[config.mk]
export PLATFORM = sky130hd
export DESIGN_NAME = hps_port_split
export DESIGN_NICKNAME = d
export VERILOG_FILES = /design/src/hdl/hps_pkg.sv /design/src/hdl/hps_link_watchdog.sv /design/src/hdl/hps_port_split.sv
export SDC_FILE = /design/constraint.sdc
export NUM_CORES = 1
export LEC_CHECK = 0
export ABC_CLOCK_PERIOD_IN_PS = 4700
export BUFFER_PORTS_ARGS = -buffer_cell sky130_fd_sc_hd__buf_2
export CAP_MARGIN = 20
export CORE_MARGIN = 2
export CORE_UTILIZATION = 37
export CTS_CLUSTER_SIZE = 14
export DETAILED_ROUTE_END_ITERATION = 7
export SKIP_LAST_GASP = 1
export SLEW_MARGIN = 0
export SYNTH_ARGS = -nofsm -noshare
export SYNTH_HDL_FRONTEND = slang
export SYNTH_SLANG_ARGS = --single-unit
[constraint.sdc]
create_clock -name core_clk -period 4.7 [get_ports core_clk]
set_clock_uncertainty 0.15 [all_clocks]
set_input_delay 0.94 -clock core_clk [delete_from_list [all_inputs] [get_ports core_clk]]
set_output_delay 0.94 -clock core_clk [all_outputs]
set_load 0.02 [all_outputs]
[src/hdl/hps_pkg.sv]
package hps_pkg;

	// ==========================================================
	// Register map
	// ==========================================================
	localparam logic [15:0] HPS_SPLIT_EN_ADDR  = 16'h3c48; // Split enable
	localparam logic [15:0] HPS_P5_SEL_ADDR    = 16'h416e; // Port 5 pin select
	localparam logic [15:0] HPS_P6_SEL_ADDR    = 16'h416f; // Port 6 pin select
	localparam logic [15:0] HPS_TMO_ADDR       = 16'h4171; // Link timeout code
	localparam logic [15:0] HPS_DUR_ADDR       = 16'h4176; // Reset pulse duration code
	localparam logic [15:0] HPS_STAT_ADDR      = 16'h4180; // Watchdog status, read only

	// ==========================================================
	// Reset values
	// ==========================================================
	localparam logic [7:0]  HPS_SPLIT_EN_RST   = 8'h00;
	localparam logic [7:0]  HPS_P5_SEL_RST     = 8'h42;
	localparam logic [7:0]  HPS_P6_SEL_RST     = 8'h06;
	localparam logic [7:0]  HPS_TMO_RST        = 8'h05;
	localparam logic [7:0]  HPS_DUR_RST        = 8'h05;

	// ==========================================================
	// Fields and codes
	// ==========================================================
	localparam int          HPS_P5_BIT         = 5;     // Split enable, port 5
	localparam int          HPS_P6_BIT         = 6;     // Split enable, port 6
	localparam int          HPS_RO_BIT         = 0;     // Read-only reserved bit
	localparam logic [7:0]  HPS_SEL_PIN66      = 8'h42;
	localparam logic [7:0]  HPS_SEL_PIN5       = 8'h05;
	localparam logic [7:0]  HPS_SEL_PIN6       = 8'h06;
	localparam logic [7:0]  HPS_SEL_PIN4       = 8'h04;
	localparam logic [3:0]  HPS_STUCK_LO       = 4'h4;  // Disabled
	localparam logic [3:0]  HPS_STUCK_HI       = 4'h9;  // Hot reset
	localparam logic [7:0]  HPS_TMO_OFF        = 8'h00;

	// ==========================================================
	// Timing
	// ==========================================================
	localparam int          HPS_CLK_PERIOD_NS  = 50;
	localparam int          HPS_MS_NS          = 1000000;
	localparam int          HPS_MS_CYCLES      = HPS_MS_NS / HPS_CLK_PERIOD_NS;
	localparam logic [15:0] HPS_TMO_STEP_MS    = 16'h00c8; // 200 ms per code step
	localparam logic [15:0] HPS_DUR_BASE_MS    = 16'h015e; // 350 ms
	localparam logic [15:0] HPS_DUR_STEP_MS    = 16'h000a; // 10 ms per code step

	// Watchdog states
	typedef enum logic [1:0] {HPS_WD_IDLE, HPS_WD_WATCH, HPS_WD_PULSE} hps_wd_state_e;

	// Link state that counts as not operational
	function automatic logic hps_is_stuck(input logic [3:0] st);
		hps_is_stuck = (st >= HPS_STUCK_LO) && (st <= HPS_STUCK_HI);
	endfunction : hps_is_stuck

	// Code times step, step and result in milliseconds
	function automatic logic [15:0] hps_scale(input logic [7:0] code, input logic [15:0] step);
		hps_scale = 16'({8'h00, code} * step);
	endfunction : hps_scale

endpackage : hps_pkg

[src/hdl/hps_link_watchdog.sv]
`timescale 1ns/100ps
module hps_link_watchdog
(
	input  wire logic       core_clk,      // Core clock
	input  wire logic       rst,           // Synchronous reset
	input  wire logic       tick_ms,       // One pulse per millisecond
	input  wire logic       enable,        // Split enabled on this port
	input  wire logic [7:0] timeout_code,  // Timeout select
	input  wire logic [7:0] duration_code, // Pulse duration select
	input  wire logic [3:0] link_state,    // Link state status
	input  wire logic       power_req,     // Port power request from hub core
	output logic            power_on,      // Power level for split pin
	output logic            reset_active   // Low pulse in progress
);
	import hps_pkg::*;

	// ==========================================================
	// State
	// ==========================================================
	hps_wd_state_e state;            // Watchdog phase
	hps_wd_state_e next_state;
	logic [15:0]   cnt;              // Milliseconds elapsed
	logic [15:0]   next_cnt;
	logic [3:0]    last_state;       // Link state seen last cycle
	logic [3:0]    next_last_state;
	logic          next_power_on;
	logic          next_reset_active;
	logic [15:0]   tmo_ms;           // Timeout limit
	logic [15:0]   dur_ms;           // Pulse length

	// Code to milliseconds; code 5 gives 1 s and 400 ms
	assign tmo_ms = hps_scale(timeout_code, HPS_TMO_STEP_MS);
	assign dur_ms = 16'(HPS_DUR_BASE_MS + hps_scale(duration_code, HPS_DUR_STEP_MS));

	// ==========================================================
	// Next state
	// ==========================================================
	always_comb
	begin
		next_state        = state;
		next_cnt          = cnt;
		next_last_state   = link_state;
		next_power_on     = power_req;
		next_reset_active = 1'b0;
		// Watchdog off: split off or code zero
		if (!enable || timeout_code == HPS_TMO_OFF)
		begin
			next_state = HPS_WD_IDLE;
			next_cnt   = 16'h0000;
		end
		else
		begin
			unique case (state)
				HPS_WD_IDLE:
				begin
					next_state = HPS_WD_WATCH;
					next_cnt   = 16'h0000;
				end
				HPS_WD_WATCH:
				begin
					// Any change or healthy state restarts the wait
					if (!hps_is_stuck(link_state) || link_state != last_state)
						next_cnt = 16'h0000;
					else if (tick_ms)
					begin
						if (16'(cnt + 16'h0001) >= tmo_ms)
						begin
							next_state        = HPS_WD_PULSE;
							next_cnt          = 16'h0000;
							next_power_on     = 1'b0;
							next_reset_active = 1'b1;
						end
						else
							next_cnt = 16'(cnt + 16'h0001);
					end
				end
				HPS_WD_PULSE:
				begin
					// Pin held low for the configured time
					next_power_on     = 1'b0;
					next_reset_active = 1'b1;
					if (tick_ms)
					begin
						if (16'(cnt + 16'h0001) >= dur_ms)
						begin
							// Power restored, fresh timeout
							next_state        = HPS_WD_WATCH;
							next_cnt          = 16'h0000;
							next_power_on     = power_req;
							next_reset_active = 1'b0;
						end
						else
							next_cnt = 16'(cnt + 16'h0001);
					end
				end
			endcase
		end
	end

	// ==========================================================
	// Registers
	// ==========================================================
	always_ff @(posedge core_clk)
	begin
		if (rst)
		begin
			state        <= HPS_WD_IDLE;
			cnt          <= 16'h0000;
			last_state   <= 4'h0;
			power_on     <= 1'b0;
			reset_active <= 1'b0;
		end
		else
		begin
			state        <= next_state;
			cnt          <= next_cnt;
			last_state   <= next_last_state;
			power_on     <= next_power_on;
			reset_active <= next_reset_active;
		end
	end

endmodule : hps_link_watchdog

[src/hdl/hps_port_split.sv]
`timescale 1ns/100ps
module hps_port_split
#(
	parameter int MS_CYCLES = hps_pkg::HPS_MS_CYCLES // Clocks per millisecond
)
(
	input  wire logic        core_clk,           // 20 MHz core clock
	input  wire logic        rst,                // Synchronous reset
	input  wire logic        cfg_stage,          // Hub in configuration stage
	input  wire logic        cfg_wr,             // Serial bus register write
	input  wire logic        cfg_rd,             // Serial bus register read
	input  wire logic [15:0] cfg_addr,           // Serial bus register address
	input  wire logic [7:0]  cfg_wdata,          // Serial bus write data
	output logic      [7:0]  cfg_rdata,          // Read data, next cycle
	input  wire logic        otp_wr,             // OTP load strobe
	input  wire logic [15:0] otp_addr,           // OTP load address
	input  wire logic [7:0]  otp_data,           // OTP load data
	input  wire logic        port5_power_req,    // Hub port 5 power request
	input  wire logic        port6_power_req,    // Hub port 6 power request
	input  wire logic [3:0]  port5_link_state,   // Port 5 link state status
	input  wire logic [3:0]  port6_link_state,   // Port 6 link state status
	output logic             port5_power_control_pin, // Port 5 legacy power
	output logic             port6_power_control_pin, // Port 6 legacy power
	output logic             aux_pin_66_out,     // Aux pin 66 level
	output logic             aux_pin_66_oe,      // Aux pin 66 drive enable
	output logic             aux_pin_5_out,      // Aux pin 5 level
	output logic             aux_pin_5_oe,       // Aux pin 5 drive enable
	output logic             aux_pin_6_out,      // Aux pin 6 level
	output logic             aux_pin_6_oe,       // Aux pin 6 drive enable
	output logic             aux_pin_4_out,      // Aux pin 4 level
	output logic             aux_pin_4_oe        // Aux pin 4 drive enable
);
	import hps_pkg::*;

	// ==========================================================
	// Declarations
	// ==========================================================
	logic [7:0]  superspeed_split_enable;      // Split enable
	logic [7:0]  port5_split_pin_select;       // Port 5 aux pin choice
	logic [7:0]  port6_split_pin_select;       // Port 6 aux pin choice
	logic [7:0]  link_timeout_select;          // Timeout code
	logic [7:0]  link_reset_pulse_duration;    // Low pulse code
	logic [7:0]  next_superspeed_split_enable;
	logic [7:0]  next_port5_split_pin_select;
	logic [7:0]  next_port6_split_pin_select;
	logic [7:0]  next_link_timeout_select;
	logic [7:0]  next_link_reset_pulse_duration;
	logic [7:0]  next_cfg_rdata;
	logic        wr_en;                        // Merged write strobe
	logic [15:0] wr_addr;
	logic [7:0]  wr_data;
	logic [15:0] div_cnt;                      // Millisecond divider
	logic [15:0] next_div_cnt;
	logic        tick_ms;                      // One-cycle ms enable
	logic        next_tick_ms;
	logic        p5_en;                        // Port 5 split active
	logic        p6_en;                        // Port 6 split active
	logic        p5_power_on;                  // Watchdog output, port 5
	logic        p6_power_on;                  // Watchdog output, port 6
	logic        p5_reset_active;
	logic        p6_reset_active;
	logic        next_pin5_ctl;
	logic        next_pin6_ctl;
	logic [7:0]  next_aux_out;                 // {66,5,6,4} levels in low bits
	logic [7:0]  next_aux_oe;

	// ==========================================================
	// Write source
	// ==========================================================
	// Serial bus writes only count in the configuration stage; OTP
	// loads win a same-cycle clash since they come from fuses.
	always_comb
	begin
		wr_en   = 1'b0;
		wr_addr = 16'h0000;
		wr_data = 8'h00;
		if (otp_wr)
		begin
			wr_en   = 1'b1;
			wr_addr = otp_addr;
			wr_data = otp_data;
		end
		else if (cfg_wr && cfg_stage)
		begin
			wr_en   = 1'b1;
			wr_addr = cfg_addr;
			wr_data = cfg_wdata;
		end
	end

	// ==========================================================
	// Register file, next values
	// ==========================================================
	always_comb
	begin
		next_superspeed_split_enable   = superspeed_split_enable;
		next_port5_split_pin_select    = port5_split_pin_select;
		next_port6_split_pin_select    = port6_split_pin_select;
		next_link_timeout_select       = link_timeout_select;
		next_link_reset_pulse_duration = link_reset_pulse_duration;
		if (wr_en)
		begin
			unique case (wr_addr)
				HPS_SPLIT_EN_ADDR:
				begin
					// Bit 0 stays zero
					next_superspeed_split_enable             = wr_data;
					next_superspeed_split_enable[HPS_RO_BIT] = 1'b0;
				end
				HPS_P5_SEL_ADDR: next_port5_split_pin_select    = wr_data;
				HPS_P6_SEL_ADDR: next_port6_split_pin_select    = wr_data;
				HPS_TMO_ADDR:    next_link_timeout_select       = wr_data;
				HPS_DUR_ADDR:    next_link_reset_pulse_duration = wr_data;
				default:         ; // Unmapped writes dropped
			endcase
		end
	end

	// Read mux; unmapped addresses read zero
	always_comb
	begin
		next_cfg_rdata = 8'h00;
		if (cfg_rd)
		begin
			unique case (cfg_addr)
				HPS_SPLIT_EN_ADDR: next_cfg_rdata = superspeed_split_enable;
				HPS_P5_SEL_ADDR:   next_cfg_rdata = port5_split_pin_select;
				HPS_P6_SEL_ADDR:   next_cfg_rdata = port6_split_pin_select;
				HPS_TMO_ADDR:      next_cfg_rdata = link_timeout_select;
				HPS_DUR_ADDR:      next_cfg_rdata = link_reset_pulse_duration;
				HPS_STAT_ADDR:     next_cfg_rdata = {6'h00, p6_reset_active, p5_reset_active};
				default:           next_cfg_rdata = 8'h00;
			endcase
		end
	end

	// Register file and read data
	always_ff @(posedge core_clk)
	begin
		if (rst)
		begin
			superspeed_split_enable   <= HPS_SPLIT_EN_RST;
			port5_split_pin_select    <= HPS_P5_SEL_RST;
			port6_split_pin_select    <= HPS_P6_SEL_RST;
			link_timeout_select       <= HPS_TMO_RST;
			link_reset_pulse_duration <= HPS_DUR_RST;
			cfg_rdata                 <= 8'h00;
		end
		else
		begin
			superspeed_split_enable   <= next_superspeed_split_enable;
			port5_split_pin_select    <= next_port5_split_pin_select;
			port6_split_pin_select    <= next_port6_split_pin_select;
			link_timeout_select       <= next_link_timeout_select;
			link_reset_pulse_duration <= next_link_reset_pulse_duration;
			cfg_rdata                 <= next_cfg_rdata;
		end
	end

	// ==========================================================
	// Millisecond divider
	// ==========================================================
	// One shared tick keeps both watchdog counters narrow
	always_comb
	begin
		next_tick_ms = 1'b0;
		next_div_cnt = 16'(div_cnt + 16'h0001);
		if (div_cnt >= 16'(MS_CYCLES - 1))
		begin
			next_div_cnt = 16'h0000;
			next_tick_ms = 1'b1;
		end
	end

	always_ff @(posedge core_clk)
	begin
		if (rst)
		begin
			div_cnt <= 16'h0000;
			tick_ms <= 1'b0;
		end
		else
		begin
			div_cnt <= next_div_cnt;
			tick_ms <= next_tick_ms;
		end
	end

	// ==========================================================
	// Link watchdogs, one per splittable port
	// ==========================================================
	// Only bits 5 and 6 have any effect; bit 0 always reads zero, the others are storage only
	assign p5_en = superspeed_split_enable[HPS_P5_BIT];
	assign p6_en = superspeed_split_enable[HPS_P6_BIT];

	hps_link_watchdog u_wd5
	(
		.core_clk      (core_clk),
		.rst           (rst),
		.tick_ms       (tick_ms),
		.enable        (p5_en),
		.timeout_code  (link_timeout_select),
		.duration_code (link_reset_pulse_duration),
		.link_state    (port5_link_state),
		.power_req     (port5_power_req),
		.power_on      (p5_power_on),
		.reset_active  (p5_reset_active)
	);

	hps_link_watchdog u_wd6
	(
		.core_clk      (core_clk),
		.rst           (rst),
		.tick_ms       (tick_ms),
		.enable        (p6_en),
		.timeout_code  (link_timeout_select),
		.duration_code (link_reset_pulse_duration),
		.link_state    (port6_link_state),
		.power_req     (port6_power_req),
		.power_on      (p6_power_on),
		.reset_active  (p6_reset_active)
	);

	// ==========================================================
	// Pin drive
	// ==========================================================
	// Split pins are output only; no sense path exists, so an
	// overcurrent on the SuperSpeed supply goes unnoticed.
	always_comb
	begin
		next_pin5_ctl = port5_power_req;
		next_pin6_ctl = port6_power_req;
		next_aux_out  = 8'h00;
		next_aux_oe   = 8'h00;
		// Bit 3: pin 66, bit 2: pin 5, bit 1: pin 6, bit 0: pin 4
		next_aux_oe[3]  = p5_en && (port5_split_pin_select == HPS_SEL_PIN66);
		next_aux_oe[2]  = p5_en && (port5_split_pin_select == HPS_SEL_PIN5);
		next_aux_oe[1]  = p6_en && (port6_split_pin_select == HPS_SEL_PIN6);
		next_aux_oe[0]  = p6_en && (port6_split_pin_select == HPS_SEL_PIN4);
		next_aux_out[3] = next_aux_oe[3] && p5_power_on;
		next_aux_out[2] = next_aux_oe[2] && p5_power_on;
		next_aux_out[1] = next_aux_oe[1] && p6_power_on;
		next_aux_out[0] = next_aux_oe[0] && p6_power_on;
	end

	always_ff @(posedge core_clk)
	begin
		if (rst)
		begin
			port5_power_control_pin <= 1'b0;
			port6_power_control_pin <= 1'b0;
			aux_pin_66_out          <= 1'b0;
			aux_pin_5_out           <= 1'b0;
			aux_pin_6_out           <= 1'b0;
			aux_pin_4_out           <= 1'b0;
			aux_pin_66_oe           <= 1'b0;
			aux_pin_5_oe            <= 1'b0;
			aux_pin_6_oe            <= 1'b0;
			aux_pin_4_oe            <= 1'b0;
		end
		else
		begin
			port5_power_control_pin <= next_pin5_ctl;
			port6_power_control_pin <= next_pin6_ctl;
			aux_pin_66_out          <= next_aux_out[3];
			aux_pin_5_out           <= next_aux_out[2];
			aux_pin_6_out           <= next_aux_out[1];
			aux_pin_4_out           <= next_aux_out[0];
			aux_pin_66_oe           <= next_aux_oe[3];
			aux_pin_5_oe            <= next_aux_oe[2];
			aux_pin_6_oe            <= next_aux_oe[1];
			aux_pin_4_oe            <= next_aux_oe[0];
		end
	end

endmodule : hps_port_split

==> results.md, run 1 <==
* Capturing element type of the critical path: flip-flop
* Syn avg cell area at about 8.4 sq um
* H-Tree Depth at 4
* Worst slew slack as a fraction of its limit at 27.5%
* R2R depth at 18
* Setup TNS after final layout at 0 ns
* Clock period minus worst slack at 4.57 ns
* Worst Hold Slack at slightly below 0.3 ns
* Worst Setup Path Type: reg -> reg
* CTS tree: done
* Post-Route WL at 23600 microns
* Placeable core region at 21900 sq um
* Number of core rows at 54
* Leak at around 0.0045 uW
* Most used DFF post-synth: sky130_fd_sc_hd__dfxtp_1
* Sequential fraction of the synthesis area at 29.5%
* Total routing resource utilization after global routing at between 10% and 20%
* Hold Path End: aux_pin_5_out
* Number of hold buffers added after cts at 0
* Post-DR wirelength/cell at 16.8 microns
* Hold Path Cell Cnt at 1
* Top post-synthesis cells by count: 122 x sky130_fd_sc_hd__dfxtp_1, 121 x sky130_fd_sc_hd__nor2_1, 101 x sky130_fd_sc_hd__ha_1, 75 x sky130_fd_sc_hd__nand2_1, 48 x sky130_fd_sc_hd__inv_1
* Highest achievable clock rate at approximately 0.22 GHz
* Final hold vios at 0
* TritonCTS buffer count at 17
* Horiz. Die Dim at ~150 microns
* Antenna-violating nets left at 0
* Post-DP HPWL at 17500 microns
* DRC violation count after routing at 0
* Final setup violating endpoints at 0
* Total via count in the routed design at 7692
* Synthesis-stage register bit count at 122
* Clock root cell: sky130_fd_sc_hd__clkbuf_16
* Total standard cell area after synthesis at 8290 sq um
* Wire length of the first global-routing pass at 36300 microns
* Setup repair after global routing missed its margin: yes
* Initial Util at 37.9%
* Worst Hold Launch: u_wd5.power_on
* DR pass1 iterations at 6
* Synthesized netlist cell count at 982
* Total Power Consumption at between 2000 and 3000 uW
* Vias in the first global route at about 6900
* Clock sink count at between 100 and 150
* Outcome: finished, final reports clean
* Number of placed I/O pins at 82
* Worst IR Drop VDD at approximately 250 uV
* Top cell type's share of synthesized area at 29.5%
* Worst reg2reg endpoint: u_wd5.state[0]
* Fraction of layout cells with a size suffix above 1 at 23.6%
* Maximum number of pins on one net before global-route repair at 43
* Cell with the most instances after synthesis: sky130_fd_sc_hd__dfxtp_1
* Overall die area at 23600 sq um
* Clock-pin slew of the registers on the worst-case setup and hold paths at approximately 0.06 ns
* Share of synthesized flip-flops with an asynchronous set or reset at 0%
* Total power per unit cell area at 241 nW/um^2
* Startpoint of the most critical register-to-register path: link_reset_pulse_duration[3]
* Vias per cell at 5.48
* Number of flops mapped to enable cells by yosys at 0
* Tightest Pin Transition at 1.08 ns
* Number of unique standard cell types used by synthesis at 78
* Number of antenna violations at the first check in global routing at 0
* Last weighted congestion value of the routability-driven placer at a little under 0.9
* Slew Viols, Final at 0
* Data arrival at the endpoint of the critical path at 4.74 ns
* Worst-skew pair later-pin latency at 0.43 ns
* Max-capacitance violation count at 0
* Total congestion overflow after global routing at 0
* Post-route clock period utilization at 97.2%
* Starting DRC count in detailed routing at 548
* R2R Setup Slk at approximately 0.13 ns
* Warning count from the yosys run at 0
* Type of the most critical hold path: reg -> reg
* Area overhead of the layout relative to synthesis at 26.9%
* Area leader, netlist: sky130_fd_sc_hd__dfxtp_1
* Count of inserted antenna diode cells at 0
* Number of buffers between clock root and the deepest sink at 2
* CP Data Required Time at slightly below 5 ns
* Setup crit start kind: flip-flop
* Total of buffers placed on input and output ports at 81
* Layout net count at 1279
* Leading post-synthesis cells by cell area: sky130_fd_sc_hd__dfxtp_1 29%, sky130_fd_sc_hd__ha_1 15%, sky130_fd_sc_hd__nor2_1 5.5%, sky130_fd_sc_hd__mux2i_1 3.5%, sky130_fd_sc_hd__xnor2_1 3.5%
* Critical path peak fanout at 5
* Die Height at 154 microns
worst max-delay path: stages, from the launching register on:
cell                       delay [ns]
sky130_fd_sc_hd__dfxtp_2         0.33
sky130_fd_sc_hd__buf_4           0.14
sky130_fd_sc_hd__ha_1            0.33
sky130_fd_sc_hd__ha_4            0.28
sky130_fd_sc_hd__or2_2           0.30
sky130_fd_sc_hd__a21oi_2         0.19
sky130_fd_sc_hd__buf_4           0.16
sky130_fd_sc_hd__o32ai_2         0.11
sky130_fd_sc_hd__xnor2_2         0.22
sky130_fd_sc_hd__ha_4            0.31
sky130_fd_sc_hd__nand4_1         0.14
sky130_fd_sc_hd__nor3_1          0.23
sky130_fd_sc_hd__a211oi_1        0.11
sky130_fd_sc_hd__nand4b_1        0.12
sky130_fd_sc_hd__o221ai_1        0.14
sky130_fd_sc_hd__o311a_1         0.35
sky130_fd_sc_hd__a211o_1         0.30
sky130_fd_sc_hd__or3b_1          0.37
sky130_fd_sc_hd__and3b_1         0.17
how the worst max path moves through the flow:
stage,from,to,slack (ns),depth (start not counted)
floorplan,link_timeout_select[2],u_wd5.cnt[5],0.01,22
global placement,link_timeout_select[2],u_wd5.state[0],-0.06,23
detailed placement,link_timeout_select[2],u_wd5.state[0],-0.13,23
CTS,link_timeout_select[2],u_wd5.state[0],0.007,23
global route,link_timeout_select[2],u_wd5.cnt[8],-0.04,23
finish,link_reset_pulse_duration[3],u_wd5.state[0],0.13,18
area by class of cell:
class / count / area [sq um]
well taps: 280 / 350
repair buffers: 139 / 890
clock inverters: 14 / 184
inverters: 48 / 180
fillers: 2094 / 11400
clock buffers: 18 / 429
multi-input cells: 782 / 6040
flip-flops and latches: 122 / 2450
flip-flops by register name (all words and copies together), names as in the netlist, 2 cells and up:
name                       count
cfg_rdata                      8
div_cnt                       16
link_reset_pulse_duration      8
link_timeout_select            8
port5_split_pin_select         8
port6_split_pin_select         8
superspeed_split_enable        7
u_wd5.cnt                     16
u_wd5.last_state               4
u_wd5.state                    2
u_wd6.cnt                     16
u_wd6.last_state               4
u_wd6.state                    2
cell usage in the layout (no fill, tap or decap), drive strengths merged, types with 6 or more instances in the layout:
cell,count
ha,101
nor2b,21
and3,15
a222oi,7
xor2,20
o31ai,6
xnor2,34
or2,7
buf,138
and2,16
inv,54
a211oi,19
nor3,18
a22oi,15
nand4,18
mux2i,29
nor2,121
nand2,76
a21o,9
nor4,8
clkbuf,19
a32oi,13
and4,8
nand3,37
dfxtp,122
a21oi,47
o211ai,9
o21ai,33
where the power goes:
part	switching, uW	leakage [uW]	total, uW	internal (uW)
combinational	59.3	0.00322	96.9	37.6
clock	542	0.000298	1390	847
sequential	4.56	0.000988	1050	1040
total	606	0.00451	2530	1930
layer usage:
| metal | GRT usage (%) | up-vias | routed length, microns |
|---|---|---|---|
| li1 | - | 3843 | - |
| met1 | 27.7 | 3659 | 11400 |
| met2 | 29.7 | 172 | 10700 |
| met3 | 3.64 | 18 | 1240 |
| met4 | 4.46 | 0 | 217 |
| met5 | 0 | - | 0 |
stage by stage:
stage / area, sq um / setup slack [ns] / cells / utilization, %
after CTS: 9990 / 0.00726 / 1395 / 45.6
after detailed placement: 9300 / -0.130 / 1362 / 42.5
after global placement: 9300 / -0.0645 / 1362 / 42.5
after global routing: 10500 / -0.0381 / 1403 / 48.1
final: 10500 / 0.132 / 1403 / 48.1
after floorplan: 8300 / 0.0122 / 983 / -
cells by family after synthesis:
kind of cell | Yosys count | synth area share, %
compound gates | 205 | 17.3
xor+xnor | 54 | 5.93
fa+ha+maj | 105 | 16.2
buf+inv | 79 | 3.79
flops | 122 | 29.5
mux | 31 | 3.77
other cells | 2 | 0.0906
simple gates | 384 | 23.5
repair_timing:
| item | in CTS | in global routing |
|---|---|---|
| setup buffers | 1 | 6 |
| resized for setup | 12 | 88 |
| gates cloned | 0 | 2 |
| pin swaps | 8 | 38 |
| endpoints found under the setup margin | 32 | 40 |
Power figures use the tool's default switching activity.
==> run 2: changes to the inputs <==
MAX_ROUTING_LAYER = met4   (was not set)
==> run 2 against run 1 <==
  * Worst hold slack barely moved
  * Final cell count did not move
  * Setup slack improved by 0.0051 ns
  * Combinational power barely moved
  * Flip-flop and latch count did not move
  * Clock power barely moved
  * Critical path type unchanged
  * Largest cell class unchanged
==> results.md, run 2 (synthesis gave the netlist of run 1 again) <==
* Wire length of the first global-routing pass at 36300 microns (about the same)
* Clock sink count at 122 (unchanged)
* Maximum number of pins on one net before global-route repair at 43 (unchanged)
* Worst Setup Path Type: reg -> reg
* Final setup violating endpoints at 0 (unchanged)
* Final hold vios at 0 (unchanged)
* Clock period minus worst slack at 4.56 ns (-0.00507 ns)
* Antenna-violating nets left at 0 (unchanged)
* # fillers at 2094 (unchanged)
* Vias per cell at 5.51 (+0.57%)
* Final standard cell utilization of the core at 48.1% (unchanged)
* Area overhead of the layout relative to synthesis at 26.9% (unchanged)
* Count of inserted antenna diode cells at 0 (unchanged)
* Worst-skew pair later-pin latency at 0.43 ns (about the same)
* Fraction of layout cells with a size suffix above 1 at 23.6% (unchanged)
* DRC violation count after routing at 0 (unchanged)
* Number of core rows at 54 (unchanged)
* Total power per unit cell area at 241 nW/um^2 (about the same)
* Setup repair after global routing missed its margin: yes
* DR pass1 iterations at 8 (+2)
* Total congestion overflow after global routing at 0 (unchanged)
* Number of buffers between clock root and the deepest sink at 2 (unchanged)
* H-Tree Depth at 4 (unchanged)
* Clock-pin slew of the registers on the worst-case setup and hold paths at 0.06 ns (about the same)
* Clock root cell: sky130_fd_sc_hd__clkbuf_16
* Slew Viols, Final at 0 (unchanged)
* Tightest Pin Transition at 1.10 ns (+0.0222 ns)
* Leak at 0.00451 uW (unchanged)
* Commonest non-fill, non-tap cells in the layout: 119 x sky130_fd_sc_hd__nor2_1, 114 x sky130_fd_sc_hd__dfxtp_1, 85 x sky130_fd_sc_hd__ha_1
* Max-capacitance violation count at 0 (unchanged)
* Number of hold buffers added after cts at 0 (unchanged)
* Critical path peak fanout at 5 (unchanged)
* Placeable core region at 21900 sq um (unchanged)
* Number of placed instances with taps included at 1362 (unchanged)
* Post-route clock period utilization at 97.1% (-0.11 points)
* R2R depth at 18 (unchanged)
* Starting DRC count in detailed routing at 563 (+2.7%)
* Number of antenna violations at the first check in global routing at 0 (unchanged)
* Data arrival at the endpoint of the critical path at 4.73 ns (about the same)
* Total via count in the routed design at 7736 (+0.57%)
* Vias in the first global route at 6917 (-0.23%)
* Total routing resource utilization after global routing at 19.8% (+0.58 points)
* Worst slew slack as a fraction of its limit at 26.0% (-1.5 points)
* Overall die area at 23600 sq um (unchanged)
* Highest achievable clock rate at 0.219 GHz (+0.11%)
* Type of the most critical hold path: reg -> reg
* Last weighted congestion value of the routability-driven placer at 0.879 (+1.6%)
* Post-DP HPWL at 17500 microns (unchanged)
* Post-DR wirelength/cell at 16.8 microns (about the same)
* Post-Route WL at 23600 microns (about the same)
* CTS tree: done
* Setup crit start kind: flip-flop
* Die Height at 154 microns (unchanged)
* Outcome: finished, final reports clean
* Most frequent standard cell in the layout excluding fill and tap cells: sky130_fd_sc_hd__nor2_1
* Total of buffers placed on input and output ports at 81 (unchanged)
* Hold Path Cell Cnt at 1 (unchanged)
* Worst IR Drop VDD at 254 uV (+0.19%)
* Number of placed I/O pins at 82 (unchanged)
* Horiz. Die Dim at 154 microns (unchanged)
* TritonCTS buffer count at 17 (unchanged)
* Count of non-filler cells in the finished layout at 1403 (unchanged)
* Registers with the most flip-flops: div_cnt x16, u_wd5.cnt x16, u_wd6.cnt x16
* Layout net count at 1279 (unchanged)
* Initial Util at 37.9% (unchanged)
* CP Data Required Time at 4.87 ns (about the same)
* Capturing element type of the critical path: flip-flop
* R2R Setup Slk at 0.14 ns (about the same)
==> run 2: cell counts in the layout (fill, tap and decap cells not counted) <==
No cell type changed its count.
==> run 2: routing by layer <==
layer	wire, microns	vias to the layer above	track usage [%]
met2	10700	189	29.7
met4	227	0	4.46
li1	-	3840	-
met5	0	-	-
met3	1400	26	3.75
met1	11300	3681	27.7
==> run 2: repair_timing <==
item	CTS	global route
resized for setup	12	88
pin swaps	8	38
gates cloned	0	2
endpoints found under the setup margin	32	40
buffers inserted	1	6
==> run 2: area by class of cell <==
type	count	area [sq um]	area share [%]
inverter	48	180	1.71
sequential	122	2450	23.3
clock inverter	14	184	1.75
tap	280	350	3.33
multi-input combinational	782	6040	57.4
clock buffer	18	429	4.08
timing repair buffer	139	890	8.46
==> run 2: critical path: stages, from the launching register on <==
cell	delay, ns
sky130_fd_sc_hd__dfxtp_2	0.33
sky130_fd_sc_hd__buf_4	0.14
sky130_fd_sc_hd__ha_1	0.33
sky130_fd_sc_hd__ha_4	0.28
sky130_fd_sc_hd__or2_2	0.30
sky130_fd_sc_hd__a21oi_2	0.19
sky130_fd_sc_hd__buf_4	0.16
sky130_fd_sc_hd__o32ai_2	0.11
sky130_fd_sc_hd__xnor2_2	0.22
sky130_fd_sc_hd__ha_4	0.31
sky130_fd_sc_hd__nand4_1	0.14
sky130_fd_sc_hd__nor3_1	0.23
sky130_fd_sc_hd__a211oi_1	0.11
sky130_fd_sc_hd__nand4b_1	0.12
sky130_fd_sc_hd__o221ai_1	0.14
sky130_fd_sc_hd__o311a_1	0.35
sky130_fd_sc_hd__a211o_1	0.30
sky130_fd_sc_hd__or3b_1	0.37
sky130_fd_sc_hd__and3b_1	0.17
==> run 2: path summary, 6_finish.rpt <==
check / start / end
worst min-delay path: u_wd5.power_on / aux_pin_5_out
worst max register to register: link_reset_pulse_duration[3] / u_wd5.state[0]
worst min register to register: u_wd5.power_on / aux_pin_5_out
worst max-delay path: link_reset_pulse_duration[3] / u_wd5.state[0]
==> run 2: report_power, final <==
group | total (uW) | switching [uW] | leakage [uW] | internal (uW)
logic | 97.0 | 59.4 | 0.00322 | 37.6
clock network | 1390 | 543 | 0.000298 | 847
registers | 1050 | 4.57 | 0.000988 | 1040
==> run 2: metrics by stage <==
stage	hold WS [ns]	cell area [sq um]	TNS, ns	worst slack (ns)	power (uW)
after floorplan	0.265	8300	0	0.0122	1110
after global placement	0.285	9300	-0.680	-0.0645	1160
after detailed placement	0.284	9300	-2.32	-0.130	1160
after CTS	0.299	9990	0	0.00726	2560
after global routing	0.326	10500	-0.185	-0.0381	2630
final	0.294	10500	0	0.137	2530
